**src/rtl/i2c_flag_pkg.sv**
```systemverilog
package i2c_flag_pkg;

  // ----------------------------------------------------------------
  // Register bus geometry and map
  // ----------------------------------------------------------------
  localparam int ADDR_W = 5;                 // Byte address width.
  localparam int DATA_W = 16;                // Register data width.
  localparam logic [4:0] FLAGS_OFS = 5'h00;  // Bus status flags.
  localparam logic [4:0] CTRL_OFS = 5'h04;   // Control word.
  localparam logic [4:0] ISTAT_OFS = 5'h08;  // Sticky event status.
  localparam logic [4:0] IMASK_OFS = 5'h0c;  // Event mask.
  localparam logic [4:0] RX_OFS = 5'h10;     // Receive holding register.
  localparam logic [4:0] TX_OFS = 5'h14;     // Transmit register.

  // ----------------------------------------------------------------
  // Field positions of the flag register
  // ----------------------------------------------------------------
  localparam int B_ACK = 15;    // Peer did not acknowledge.
  localparam int B_MTX = 14;    // Master byte plus ack under way.
  localparam int B_ACKPH = 13;  // Bus is in an acknowledge phase.
  localparam int B_COLL = 10;   // Bus collision seen.
  localparam int B_GCALL = 9;   // General call received.
  localparam int B_TEN = 8;     // Ten-bit address matched.
  localparam int B_WCOL = 7;    // Write to busy transmit register.
  localparam int B_OVF = 6;     // Receive overflow.
  localparam int B_STOP = 4;    // Stop seen last.
  localparam int B_START = 3;   // Start seen last.
  localparam int B_RXF = 1;     // Receive holding register full.
  localparam int B_TXF = 0;     // Transmit register full.
  localparam logic [15:0] FLAGS_RST = 16'h0000;  // Flags after reset.

  // ----------------------------------------------------------------
  // Control and interrupt fields
  // ----------------------------------------------------------------
  localparam int CTRL_EN = 0;   // Module enable bit.
  localparam int IRQ_W = 4;     // Number of interrupt events.
  localparam int I_COLL = 0;    // Collision event.
  localparam int I_ACKPH = 1;   // Acknowledge phase entered.
  localparam int I_RX = 2;      // Byte received.
  localparam int I_STOP = 3;    // Stop condition.

  // Serial clock rising edge that precedes the acknowledge bit.
  localparam logic [3:0] ACK_EDGE_CNT = 4'h8;

  // Status from the rest of the controller, same clock domain.
  typedef struct packed {
    logic master_mode;   // Controller acts as bus master.
    logic slave_tx;      // Controller transmits as slave.
    logic sda_release;   // Controller leaves the data line high.
    logic ten_bit_hit;   // Pulse: ten-bit address matched.
    logic gen_call_hit;  // Pulse: general call address seen.
    logic rx_done;       // Pulse: a received byte is complete.
    logic [7:0] rx_byte; // Byte that came with rx_done.
  } core_stat_t;

  // Line events found by the pin monitor.
  typedef struct packed {
    logic scl_rise;   // Serial clock rose.
    logic scl_fall;   // Serial clock fell.
    logic start_det;  // Start or repeated start.
    logic stop_det;   // Stop condition.
    logic sda_lvl;    // Data line level aligned with the edges.
  } line_ev_t;

endpackage

```
**src/rtl/i2c_status_flags.sv**
```systemverilog
// Our own choices: the address-and-strobe port and the address map.
`timescale 1ns/1ns
module i2c_status_flags
  import i2c_flag_pkg::*;
(
  input wire logic clk_sys,              // 20 MHz system clock.
  input wire logic nrst,                 // Asynchronous reset, low.
  input wire logic scl_pin,              // Serial clock line level.
  input wire logic sda_pin,              // Serial data line level.
  input core_stat_t core,                // Controller status.
  input wire logic [ADDR_W-1:0] addr,    // Register byte address.
  input wire logic [DATA_W-1:0] wdata,   // Write data.
  input wire logic wr_en,                // Write strobe.
  input wire logic rd_en,                // Read strobe.
  output logic [DATA_W-1:0] rdata,       // Read data, one cycle later.
  output logic tx_load,                  // Pulse: new byte to send.
  output logic [7:0] tx_byte,            // Byte to send.
  output logic module_en,                // Module enable bit.
  output logic irq                       // Level interrupt.
);

  // ----------------------------------------------------------------
  // Declarations
  // ----------------------------------------------------------------
  line_ev_t lev;                        // Line events.
  logic en_r;                           // Module enable.
  logic [3:0] bit_cnt_r, bit_cnt_nxt;   // Rising edges in this byte.
  logic ack_r, mtx_r, ackph_r, coll_r;  // Upper flag bits.
  logic gcall_r, ten_r, wcol_r, ovf_r;  // Middle flag bits.
  logic stop_r, start_r, rxf_r, txf_r;  // Lower flag bits.
  logic [7:0] rx_hold_r;                // Receive holding register.
  logic [7:0] tx_byte_r;                // Transmit register.
  logic tx_load_r;                      // Load pulse to the shifter.
  logic [IRQ_W-1:0] istat_r, istat_nxt; // Sticky event status.
  logic [IRQ_W-1:0] imask_r;            // Event mask.
  logic irq_r;                          // Interrupt output.
  logic [DATA_W-1:0] rdata_r;           // Read data register.
  logic [DATA_W-1:0] flags_w;           // Packed flag register.
  logic [DATA_W-1:0] rd_mux;            // Selected read word.
  logic [IRQ_W-1:0] ev_w;               // Event vector.

  // True when a write of one hits a clearable bit.
  function automatic logic w1c(input logic hit, input logic [15:0] d,
                               input int pos);
    w1c = hit && d[pos];
  endfunction

  // ----------------------------------------------------------------
  // Line monitor
  // ----------------------------------------------------------------
  line_monitor u_mon (
    .clk_sys(clk_sys),
    .nrst(nrst),
    .scl_pin(scl_pin),
    .sda_pin(sda_pin),
    .ev(lev)
  );

  // ----------------------------------------------------------------
  // Decode
  // ----------------------------------------------------------------
  wire flags_wr = wr_en && (addr == FLAGS_OFS);
  wire ctrl_wr = wr_en && (addr == CTRL_OFS);
  wire istat_wr = wr_en && (addr == ISTAT_OFS);
  wire imask_wr = wr_en && (addr == IMASK_OFS);
  wire tx_wr = wr_en && (addr == TX_OFS);
  wire rx_rd = rd_en && (addr == RX_OFS);
  // A write to a busy transmit register is refused.
  wire tx_take = en_r && tx_wr && !txf_r;
  wire tx_refuse = en_r && tx_wr && txf_r;
  wire ack_fall = en_r && lev.scl_fall && (bit_cnt_r == ACK_EDGE_CNT);
  wire ack_rise = en_r && lev.scl_rise && (bit_cnt_r == ACK_EDGE_CNT);
  wire rx_ev = en_r && core.rx_done;
  wire stop_ev = en_r && lev.stop_det;
  // A released data line read low on a clock rise means another
  // driver won the bus.
  wire coll_ev = en_r && (core.master_mode || core.slave_tx) &&
                 core.sda_release && lev.scl_rise && !lev.sda_lvl;

  // ----------------------------------------------------------------
  // Bit counter
  // ----------------------------------------------------------------
  // Counts clock rises since start; the ninth rise closes the byte.
  assign bit_cnt_nxt = (!en_r || lev.start_det || lev.stop_det ||
                        ack_rise) ? 4'h0 :
                       lev.scl_rise ? bit_cnt_r + 4'h1 : bit_cnt_r;

  always_ff @(posedge clk_sys or negedge nrst) begin
    if (!nrst) begin
      bit_cnt_r <= 4'h0;
    end else begin
      bit_cnt_r <= bit_cnt_nxt;
    end
  end

  // ----------------------------------------------------------------
  // Control and acknowledge flags
  // ----------------------------------------------------------------
  // Enable steers every event; dropping it clears the master transmit, transmit full, phase, collision, start and stop flags.
  always_ff @(posedge clk_sys or negedge nrst) begin
    if (!nrst) begin
      en_r <= 1'b0;
      ack_r <= 1'b0;
    end else begin
      if (ctrl_wr) begin
        en_r <= wdata[CTRL_EN];
      end
      if (ack_rise && mtx_r) begin
        ack_r <= lev.sda_lvl;
      end
    end
  end

  // Master transmit runs from the load to the acknowledge clock.
  always_ff @(posedge clk_sys or negedge nrst) begin
    if (!nrst) begin
      mtx_r <= 1'b0;
    end else begin
      mtx_r <= (tx_take && core.master_mode) ||
               (mtx_r && en_r && !ack_rise);
    end
  end

  // The phase flag runs in every mode; in master mode it is merely
  // not meaningful, which saves a mode gate on the edge logic.
  always_ff @(posedge clk_sys or negedge nrst) begin
    if (!nrst) begin
      ackph_r <= 1'b0;
    end else begin
      if (ack_fall) begin
        ackph_r <= 1'b1;
      end else if (ack_rise || !en_r) begin
        ackph_r <= 1'b0;
      end
    end
  end

  // ----------------------------------------------------------------
  // Sticky bus flags
  // ----------------------------------------------------------------
  // Hardware set always beats a software clear in the same cycle.
  always_ff @(posedge clk_sys or negedge nrst) begin
    if (!nrst) begin
      coll_r <= 1'b0;
      wcol_r <= 1'b0;
      ovf_r <= 1'b0;
    end else begin
      coll_r <= coll_ev ||
                (coll_r && en_r && !w1c(flags_wr, wdata, B_COLL));
      wcol_r <= tx_refuse || (wcol_r && !w1c(flags_wr, wdata, B_WCOL));
      ovf_r <= (rx_ev && rxf_r) ||
               (ovf_r && !w1c(flags_wr, wdata, B_OVF));
    end
  end

  // Address flags last until the bus is released by a stop.
  always_ff @(posedge clk_sys or negedge nrst) begin
    if (!nrst) begin
      gcall_r <= 1'b0;
      ten_r <= 1'b0;
    end else begin
      gcall_r <= (en_r && core.gen_call_hit) || (gcall_r && !stop_ev);
      ten_r <= (en_r && core.ten_bit_hit) || (ten_r && !stop_ev);
    end
  end

  // Start and stop show whichever condition came last.
  always_ff @(posedge clk_sys or negedge nrst) begin
    if (!nrst) begin
      start_r <= 1'b0;
      stop_r <= 1'b0;
    end else if (!en_r) begin
      start_r <= 1'b0;
      stop_r <= 1'b0;
    end else if (lev.start_det || lev.stop_det) begin
      start_r <= lev.start_det;
      stop_r <= lev.stop_det;
    end
  end

  // ----------------------------------------------------------------
  // Data registers
  // ----------------------------------------------------------------
  // An overflowing byte is dropped so the unread one survives.
  always_ff @(posedge clk_sys or negedge nrst) begin
    if (!nrst) begin
      rx_hold_r <= 8'h00;
      rxf_r <= 1'b0;
    end else begin
      if (rx_ev && !rxf_r) begin
        rx_hold_r <= core.rx_byte;
      end
      rxf_r <= rx_ev || (rxf_r && !rx_rd);
    end
  end

  // The shifter is told of a new byte by a one-cycle load pulse.
  always_ff @(posedge clk_sys or negedge nrst) begin
    if (!nrst) begin
      tx_byte_r <= 8'h00;
      tx_load_r <= 1'b0;
      txf_r <= 1'b0;
    end else begin
      tx_load_r <= tx_take;
      if (tx_take) begin
        tx_byte_r <= wdata[7:0];
      end
      txf_r <= tx_take || (txf_r && en_r && !ack_fall);
    end
  end

  // ----------------------------------------------------------------
  // Interrupts
  // ----------------------------------------------------------------
  assign ev_w[I_COLL] = coll_ev;
  assign ev_w[I_ACKPH] = ack_fall;
  assign ev_w[I_RX] = rx_ev;
  assign ev_w[I_STOP] = stop_ev;
  assign istat_nxt = ev_w |
                     (istat_r & ~(istat_wr ? wdata[IRQ_W-1:0] : '0));

  // The output is formed from next values so it tracks the status.
  always_ff @(posedge clk_sys or negedge nrst) begin
    if (!nrst) begin
      istat_r <= '0;
      imask_r <= '0;
      irq_r <= 1'b0;
    end else begin
      istat_r <= istat_nxt;
      if (imask_wr) begin
        imask_r <= wdata[IRQ_W-1:0];
      end
      irq_r <= |(istat_nxt & (imask_wr ? wdata[IRQ_W-1:0] : imask_r));
    end
  end

  // ----------------------------------------------------------------
  // Read path
  // ----------------------------------------------------------------
  // Unimplemented flag bits stay at the reset pattern, zero.
  always_comb begin
    flags_w = FLAGS_RST;
    flags_w[B_ACK] = ack_r;
    flags_w[B_MTX] = mtx_r;
    flags_w[B_ACKPH] = ackph_r;
    flags_w[B_COLL] = coll_r;
    flags_w[B_GCALL] = gcall_r;
    flags_w[B_TEN] = ten_r;
    flags_w[B_WCOL] = wcol_r;
    flags_w[B_OVF] = ovf_r;
    flags_w[B_STOP] = stop_r;
    flags_w[B_START] = start_r;
    flags_w[B_RXF] = rxf_r;
    flags_w[B_TXF] = txf_r;
  end

  // Unmapped addresses read as zero.
  assign rd_mux = (addr == FLAGS_OFS) ? flags_w :
                  (addr == CTRL_OFS) ? {15'h0000, en_r} :
                  (addr == ISTAT_OFS) ? {12'h000, istat_r} :
                  (addr == IMASK_OFS) ? {12'h000, imask_r} :
                  (addr == RX_OFS) ? {8'h00, rx_hold_r} :
                  (addr == TX_OFS) ? {8'h00, tx_byte_r} : 16'h0000;

  // Data stand only in the cycle after the strobe.
  always_ff @(posedge clk_sys or negedge nrst) begin
    if (!nrst) begin
      rdata_r <= 16'h0000;
    end else begin
      rdata_r <= rd_en ? rd_mux : 16'h0000;
    end
  end

  assign rdata = rdata_r;
  assign tx_load = tx_load_r;
  assign tx_byte = tx_byte_r;
  assign module_en = en_r;
  assign irq = irq_r;
endmodule

```
**src/rtl/line_monitor.sv**
```systemverilog
`timescale 1ns/1ns
module line_monitor
  import i2c_flag_pkg::*;
(
  input wire logic clk_sys,   // System clock.
  input wire logic nrst,      // Asynchronous reset, active low.
  input wire logic scl_pin,   // Serial clock line level.
  input wire logic sda_pin,   // Serial data line level.
  output line_ev_t ev         // Registered line events.
);

  // ----------------------------------------------------------------
  // Synchronisers
  // ----------------------------------------------------------------
  logic scl_s1_r, scl_s2_r, scl_d_r;  // Clock line stages.
  logic sda_s1_r, sda_s2_r, sda_d_r;  // Data line stages.
  line_ev_t ev_nxt;                   // Events before the register.
  line_ev_t ev_r;                     // Registered events.

  // Both lines idle high, so the stages reset high.
  always_ff @(posedge clk_sys or negedge nrst) begin
    if (!nrst) begin
      {scl_s1_r, scl_s2_r, scl_d_r} <= 3'h7;
      {sda_s1_r, sda_s2_r, sda_d_r} <= 3'h7;
    end else begin
      {scl_s1_r, scl_s2_r, scl_d_r} <= {scl_pin, scl_s1_r, scl_s2_r};
      {sda_s1_r, sda_s2_r, sda_d_r} <= {sda_pin, sda_s1_r, sda_s2_r};
    end
  end

  // ----------------------------------------------------------------
  // Edge and condition decode
  // ----------------------------------------------------------------
  // Only the second stage and its delayed copy are compared.
  assign ev_nxt.scl_rise = scl_s2_r && !scl_d_r;
  assign ev_nxt.scl_fall = !scl_s2_r && scl_d_r;
  assign ev_nxt.start_det = scl_s2_r && scl_d_r && sda_d_r && !sda_s2_r;
  assign ev_nxt.stop_det = scl_s2_r && scl_d_r && !sda_d_r && sda_s2_r;
  assign ev_nxt.sda_lvl = sda_s2_r;

  // Events are registered so every consumer sees them together.
  always_ff @(posedge clk_sys or negedge nrst) begin
    if (!nrst) begin
      ev_r <= '{sda_lvl: 1'b1, default: 1'b0};
    end else begin
      ev_r <= ev_nxt;
    end
  end

  assign ev = ev_r;

endmodule
```
**config.mk**
```make
export PLATFORM = sky130hd
export DESIGN_NAME = i2c_status_flags
export DESIGN_NICKNAME = d
export VERILOG_FILES = /design/src/rtl/i2c_flag_pkg.sv /design/src/rtl/i2c_status_flags.sv /design/src/rtl/line_monitor.sv
export SDC_FILE = /design/constraint.sdc
export NUM_CORES = 1
export LEC_CHECK = 0
export ABC_AREA = 1
export BUFFER_PORTS_ARGS = -buffer_cell sky130_fd_sc_hd__buf_4
export CORE_MARGIN = 2
export CORE_UTILIZATION = 40
export CTS_CLUSTER_DIAMETER = 40
export CTS_CLUSTER_SIZE = 24
export DETAILED_ROUTE_END_ITERATION = 16
export PLACE_DENSITY_LB_ADDON = 0.08
export SYNTH_ARGS = -nofsm -noshare
export SYNTH_HDL_FRONTEND = slang
export SYNTH_SLANG_ARGS = --single-unit
```
**constraint.sdc**
```tcl
create_clock -name clk_sys -period 1.25 [get_ports clk_sys]
set_clock_uncertainty 0.05 [all_clocks]
set_input_delay 0.125 -clock clk_sys [delete_from_list [all_inputs] [get_ports clk_sys]]
set_output_delay 0.125 -clock clk_sys [all_outputs]
set_load 0.01 [all_outputs]
```
## After elaboration in Yosys (flattened, before gate mapping)

Index checks and enable logic that the tools add are counted.

| operators by class | value |
|---|---|
| add/subtract/negate cells | 1 |
| equal/unequal tests | 7 |
| mux-type cells | 17 |
| bitwise gates (word level) | 4 |
| reduce and logical (&&, ||, !) cells | 78 |

Operators with widths:

| operator | number |
|---|---|
| 1-bit logical AND | 46 |
| 8-bit two-way mux | 5 |
| 16-bit two-way mux | 2 |
| 4-bit two-way mux | 4 |
| 1-bit zero test | 14 |
| 1-bit logical OR | 14 |
| 5-bit by 4-bit equality test with 1-bit output, second input constant | 2 |
| 5-bit equality test, second input constant | 2 |
| 4-bit bitwise AND | 2 |
| 1-bit two-way mux | 6 |
| 5-bit by 3-bit equality test with 1-bit output, second input constant | 1 |
| 5-bit zero test | 1 |
| 4-bit by 1-bit adder with 4-bit output, second input constant | 1 |
| 4-bit equality test, second input constant | 1 |
| 4-bit NOT | 1 |
| 4-bit bitwise OR | 1 |
| 2-bit nonzero test | 2 |
| 4-bit OR reduction | 1 |
| 2-bit by 1-bit inequality test with 1-bit output, second input constant | 1 |

| storage, ports and cells | value |
|---|---|
| register bits | 69 |
| input port bits | 41 |
| output and inout port bits | 27 |
| word-level logic and storage cells | 138 |

## Logic depth before layout (Yosys ltp)

| logic depth | value |
|---|---|
| depth after elaboration | 8 |
| mapped depth | 11 |
| mapped depth without buffers | 11 |

## By module

A second synthesis with hierarchy kept.

| unflattened totals | value |
|---|---|
| cell total of the unflattened synthesis | 300 |
| area, all modules | 2829.0 um^2 |

By module, submodules not included:

| module | instances | cells an instance | area each (um^2) | sequential area each (um^2) |
|---|---|---|---|---|
| i2c_status_flags | 1 | 278 | 2522.4 | 1426.4 |
| line_monitor | 1 | 22 | 306.5 | 257.7 |

## Least setup slack after synthesis

No wires, ideal clock.

| path | value |
|---|---|
| path type | register to register |
| start | register bit_cnt_r[0] |
| end | register irq_r, in the netlist irq |
| setup time | 65 ps |
| arrival time | 1196 ps |
| required time | 1135 ps |
| slack | -61 ps |
| stages on the path, launching flop included | 11 |
| buffers on the path | 0 |
| period minus slack after synthesis | 1311 ps |
| cell sequence | dfrtp_1 inv_1 ha_1 nand2_1 nor3b_1 nand2_1 nand2_1 nand2_1 nand2_1 inv_1 nand2_1 |

| between the ends | value |
|---|---|
| cells in the longest elaborated chain, start to end | 5 |

Ends and longest elaborated chain:

| element | line | source |
|---|---|---|
| start, declared | i2c_status_flags.sv:27 | `logic [3:0] bit_cnt_r, bit_cnt_nxt;` |
| start signal, assigned | i2c_status_flags.sv:92 | `bit_cnt_r <= bit_cnt_nxt;` |
| 4-bit equality test | i2c_status_flags.sv:71 | `wire ack_fall = en_r && lev.scl_fall && (bit_cnt_r == ACK_EDGE_CNT);` |
| 1-bit logical AND | i2c_status_flags.sv:71 |  |
| 4-bit bitwise OR | i2c_status_flags.sv:219 | `assign istat_nxt = ev_w \|` |
| via istat_nxt[1] | i2c_status_flags.sv:34 | `logic [IRQ_W-1:0] istat_r, istat_nxt;` |
| 4-bit bitwise AND | i2c_status_flags.sv:233 | `irq_r <= \|(istat_nxt & (imask_wr ? wdata[IRQ_W-1:0] : imask_r));` |
| 4-bit OR reduction | i2c_status_flags.sv:233 |  |
| end signal, assigned | i2c_status_flags.sv:233 |  |
| end, declared | i2c_status_flags.sv:36 | `logic irq_r;` |

The timed path passes the listed nets, and every way through them passes these cells.
A chain may end at the register's enable or synchronous reset.

## Worst setup path in the final report

| path | value |
|---|---|
| start | register bit_cnt_r[1] |
| end | register irq_r, in the netlist irq |

The elaborated chain is that of the path after synthesis.

==> impl_metrics.toml <==
[sta]
worst_slack_ns = -0.0712
timing.fmax_ghz = 0.757
hold_viol = 0
drv_slew = 0
min_period_ns = 1.32
rsz0062_at_grt = "yes"
setup_viol = 2
min_period_over_period = 1.06

[placement]
gp_congestion = 0.843
dpl.hpwl_um = 4850
dpl_cell_area_sq_um = 3580
portBuffers = 58
pre_cts_ws_ns = -0.122

[die]
core_area_sq_um = 6790
die_w_um = 87.9
ios = 68
fp-row-count = 30
initial_utilization = 0.415
dieArea_sq_um = 7730
die_y_um = 87.9

[route]
dr_total_vias = 2341
vias_per_cell = 4.56
antenna_left = 0
wl_um = 6730
drtIter0Drc = 100
drt-pass1-iter-count = 4
remaining_drc_errors = 0
avgRoutedWirePerCell_um = 13.1

[synthesis]
synth_area_leaders = "dfrtp_1 (54%), nand2_1 (14%), dfstp_2 (5.6%)"
synth_compound_area_frac = 0.0613
ys_seq_area_frac = 0.598
yosys.area.top_type_share = 0.542
synth_top_family_by_area = "simple AND/OR/NAND/NOR gates"
ys.flop_type = "dfrtp_1"
synth_mux_area_frac = 0.0320
ys_warn_count = 0
async_flop_share = 1.00
synth_cell_types = 32
synth_edf_count = 0
syn-cell-area_sq_um = 2820
ys_seq_elements = 67
synth-simple-area-share = 0.233
yosys.area_share.adder = 0.00888
synthTopCellsByCount = "nand2_1 (102), dfrtp_1 (61), inv_1 (24)"
synth.most_common_cell = "nand2_1"
synth_xor_area_frac = 0.00933
avgSynthCellArea_sq_um = 9.45
syn_inst = 298
synth_top_area_cell = "dfrtp_1"

[grt]
grt_overflow_total = 0
grt_pass1_wl_um = 10800
grt_pass1_vias = 2275
grt_max_degree = 68
antenna_found_initial = 0
grtUsageTotal = 0.187

[pwr]
p_per_area_nw_per_um2 = 1280
leakage_nw = 2.09
irDropWorstVdd_uv = 585
total_power_w = 0.00522

[cts]
clk_pin_slew_ns = 0.07
clock_latency_ns = 0.34
cts_sinks = 67
clockRootBuffer = "clkbuf_8"
clk_path_buf_depth = 2
htree_levels = 3
cts_tree = "done"
numCtsBuffers = 9

[critical_path]
crit_required_ns = 1.48
cp-end-kind = "flop"
arrival_ns = 1.55
cp-start-kind = "flop"
path_class = "flop to flop"
critPathMaxFanout = 2

[cells_and_area]
drive_gt1_frac = 0.357
postLayoutCellArea_sq_um = 4080
area_delta_synth_final_pct = 44.7
n_antenna_cell = 0
fin_nets = 456

[run_status]
violations = "negative setup slack"
status = "finished, violations left"

[flow_run]
cap_violations = 0

[hold_path]
hp-class = "input pin to flop"
-- sequential cells by signal, summed over array words and instances, names as in the netlist, 4 cells and up --
register / flops
tx_byte: 8
u_mon.ev: 5
bit_cnt_r: 4
rdata: 14
imask_r: 4
rx_hold_r: 8
istat_r: 4
-- final cells by class --
class / instances / area, sq um
clock buffers: 11 / 151
clock inverters: 4 / 50.0
fillers: 591 / 2720
inverters: 32 / 123
multi-input cells: 195 / 1050
flip-flops and latches: 67 / 1680
well taps: 96 / 120
repair buffers: 108 / 893
-- logic make-up after synthesis --
logic type      Yosys count
buf+inv                  37
fa+ha+maj                 2
compound gates           30
other cells               1
simple gates            150
flops                    67
xor+xnor                  3
mux                       8
-- report_power, final --
group	switching, W	internal [W]	total [W]
Sequential	0.000147	0.00243	0.00258
Combinational	0.000384	0.000435	0.000820
Clock	0.000804	0.00102	0.00182
Total	0.00133	0.00388	0.00522
-- per-layer routing --
layer	share of wire	wire length, um	track usage	vias up
met5	0	0	0	-
met4	0.014	95	0.0713	0
met3	0.055	369	0.0330	8
met2	0.45	3060	0.291	69
met1	0.48	3200	0.263	1087
li1	-	-	-	1177
-- through the flow --
step / hold slack (ns) / util / setup TNS [ns] / instances
floorplan: -0.221 / - / -0.00545 / 299
global placement: 0.106 / 0.527 / -0.106 / 475
detailed placement: 0.104 / 0.527 / -0.300 / 475
CTS: 0.00185 / 0.591 / -0.0966 / 512
global route: 0.00573 / 0.600 / -0.871 / 513
finish: 0.0116 / 0.600 / -0.117 / 513
-- layout by cell type, fill, tap and decap left out, types with 2 or more instances in the layout --
master	count
dlygate4sd3_1	20
o21ai_2	3
nor2_4	4
nor2_1	18
nor3_1	2
a31oi_1	3
dfstp_2	6
clkinvlp_4	2
dfrtp_1	61
buf_4	84
xor2_1	2
buf_12	2
nand2_2	5
buf_6	2
inv_2	8
o21ai_1	8
nor2_2	2
nor3_2	3
nand2_1	98
nand3_1	12
inv_1	22
clkbuf_8	11
o21ai_0	10
a21oi_1	3
nand4_1	2
mux2_4	3
mux2_2	5
conb_1	2
-- critical path, stage by stage, from the launching register on --
cell     delay, ns
dfrtp_1       0.39
inv_2         0.08
ha_4          0.13
nand2_4       0.06
nor3b_4       0.20
nand2_1       0.09
nand2_1       0.09
nand2_1       0.05
nand2_1       0.05
inv_1         0.03
nand2_1       0.04
-- path summary, 6_finish.rpt --
kind | endpoint | from | slack (ns) | cells after the start
max | irq | bit_cnt_r[1] | -0.07 | 10
max in group asynchronous | u_mon.ev[0] | nrst | 0.53 | 3
min reg2reg | u_mon.scl_s2_r | u_mon.scl_s1_r | 0.31 | 0
min | tx_byte[6] | wdata[6] | 0.01 | 3
min in group asynchronous | rdata[5] | nrst | 0.27 | 3
max reg2reg | irq | bit_cnt_r[1] | -0.07 | 10
-- repair_timing --
item / in CTS / in global routing
buffers inserted: 2 / 1
hold buffers: 20 / 0
endpoints found under the hold margin: 82 / 0
pin swaps: 6 / 5
endpoints found under the setup margin: 7 / 19
gates resized for setup: 7 / 12
No activity file was read; power rests on OpenSTA's default activity.
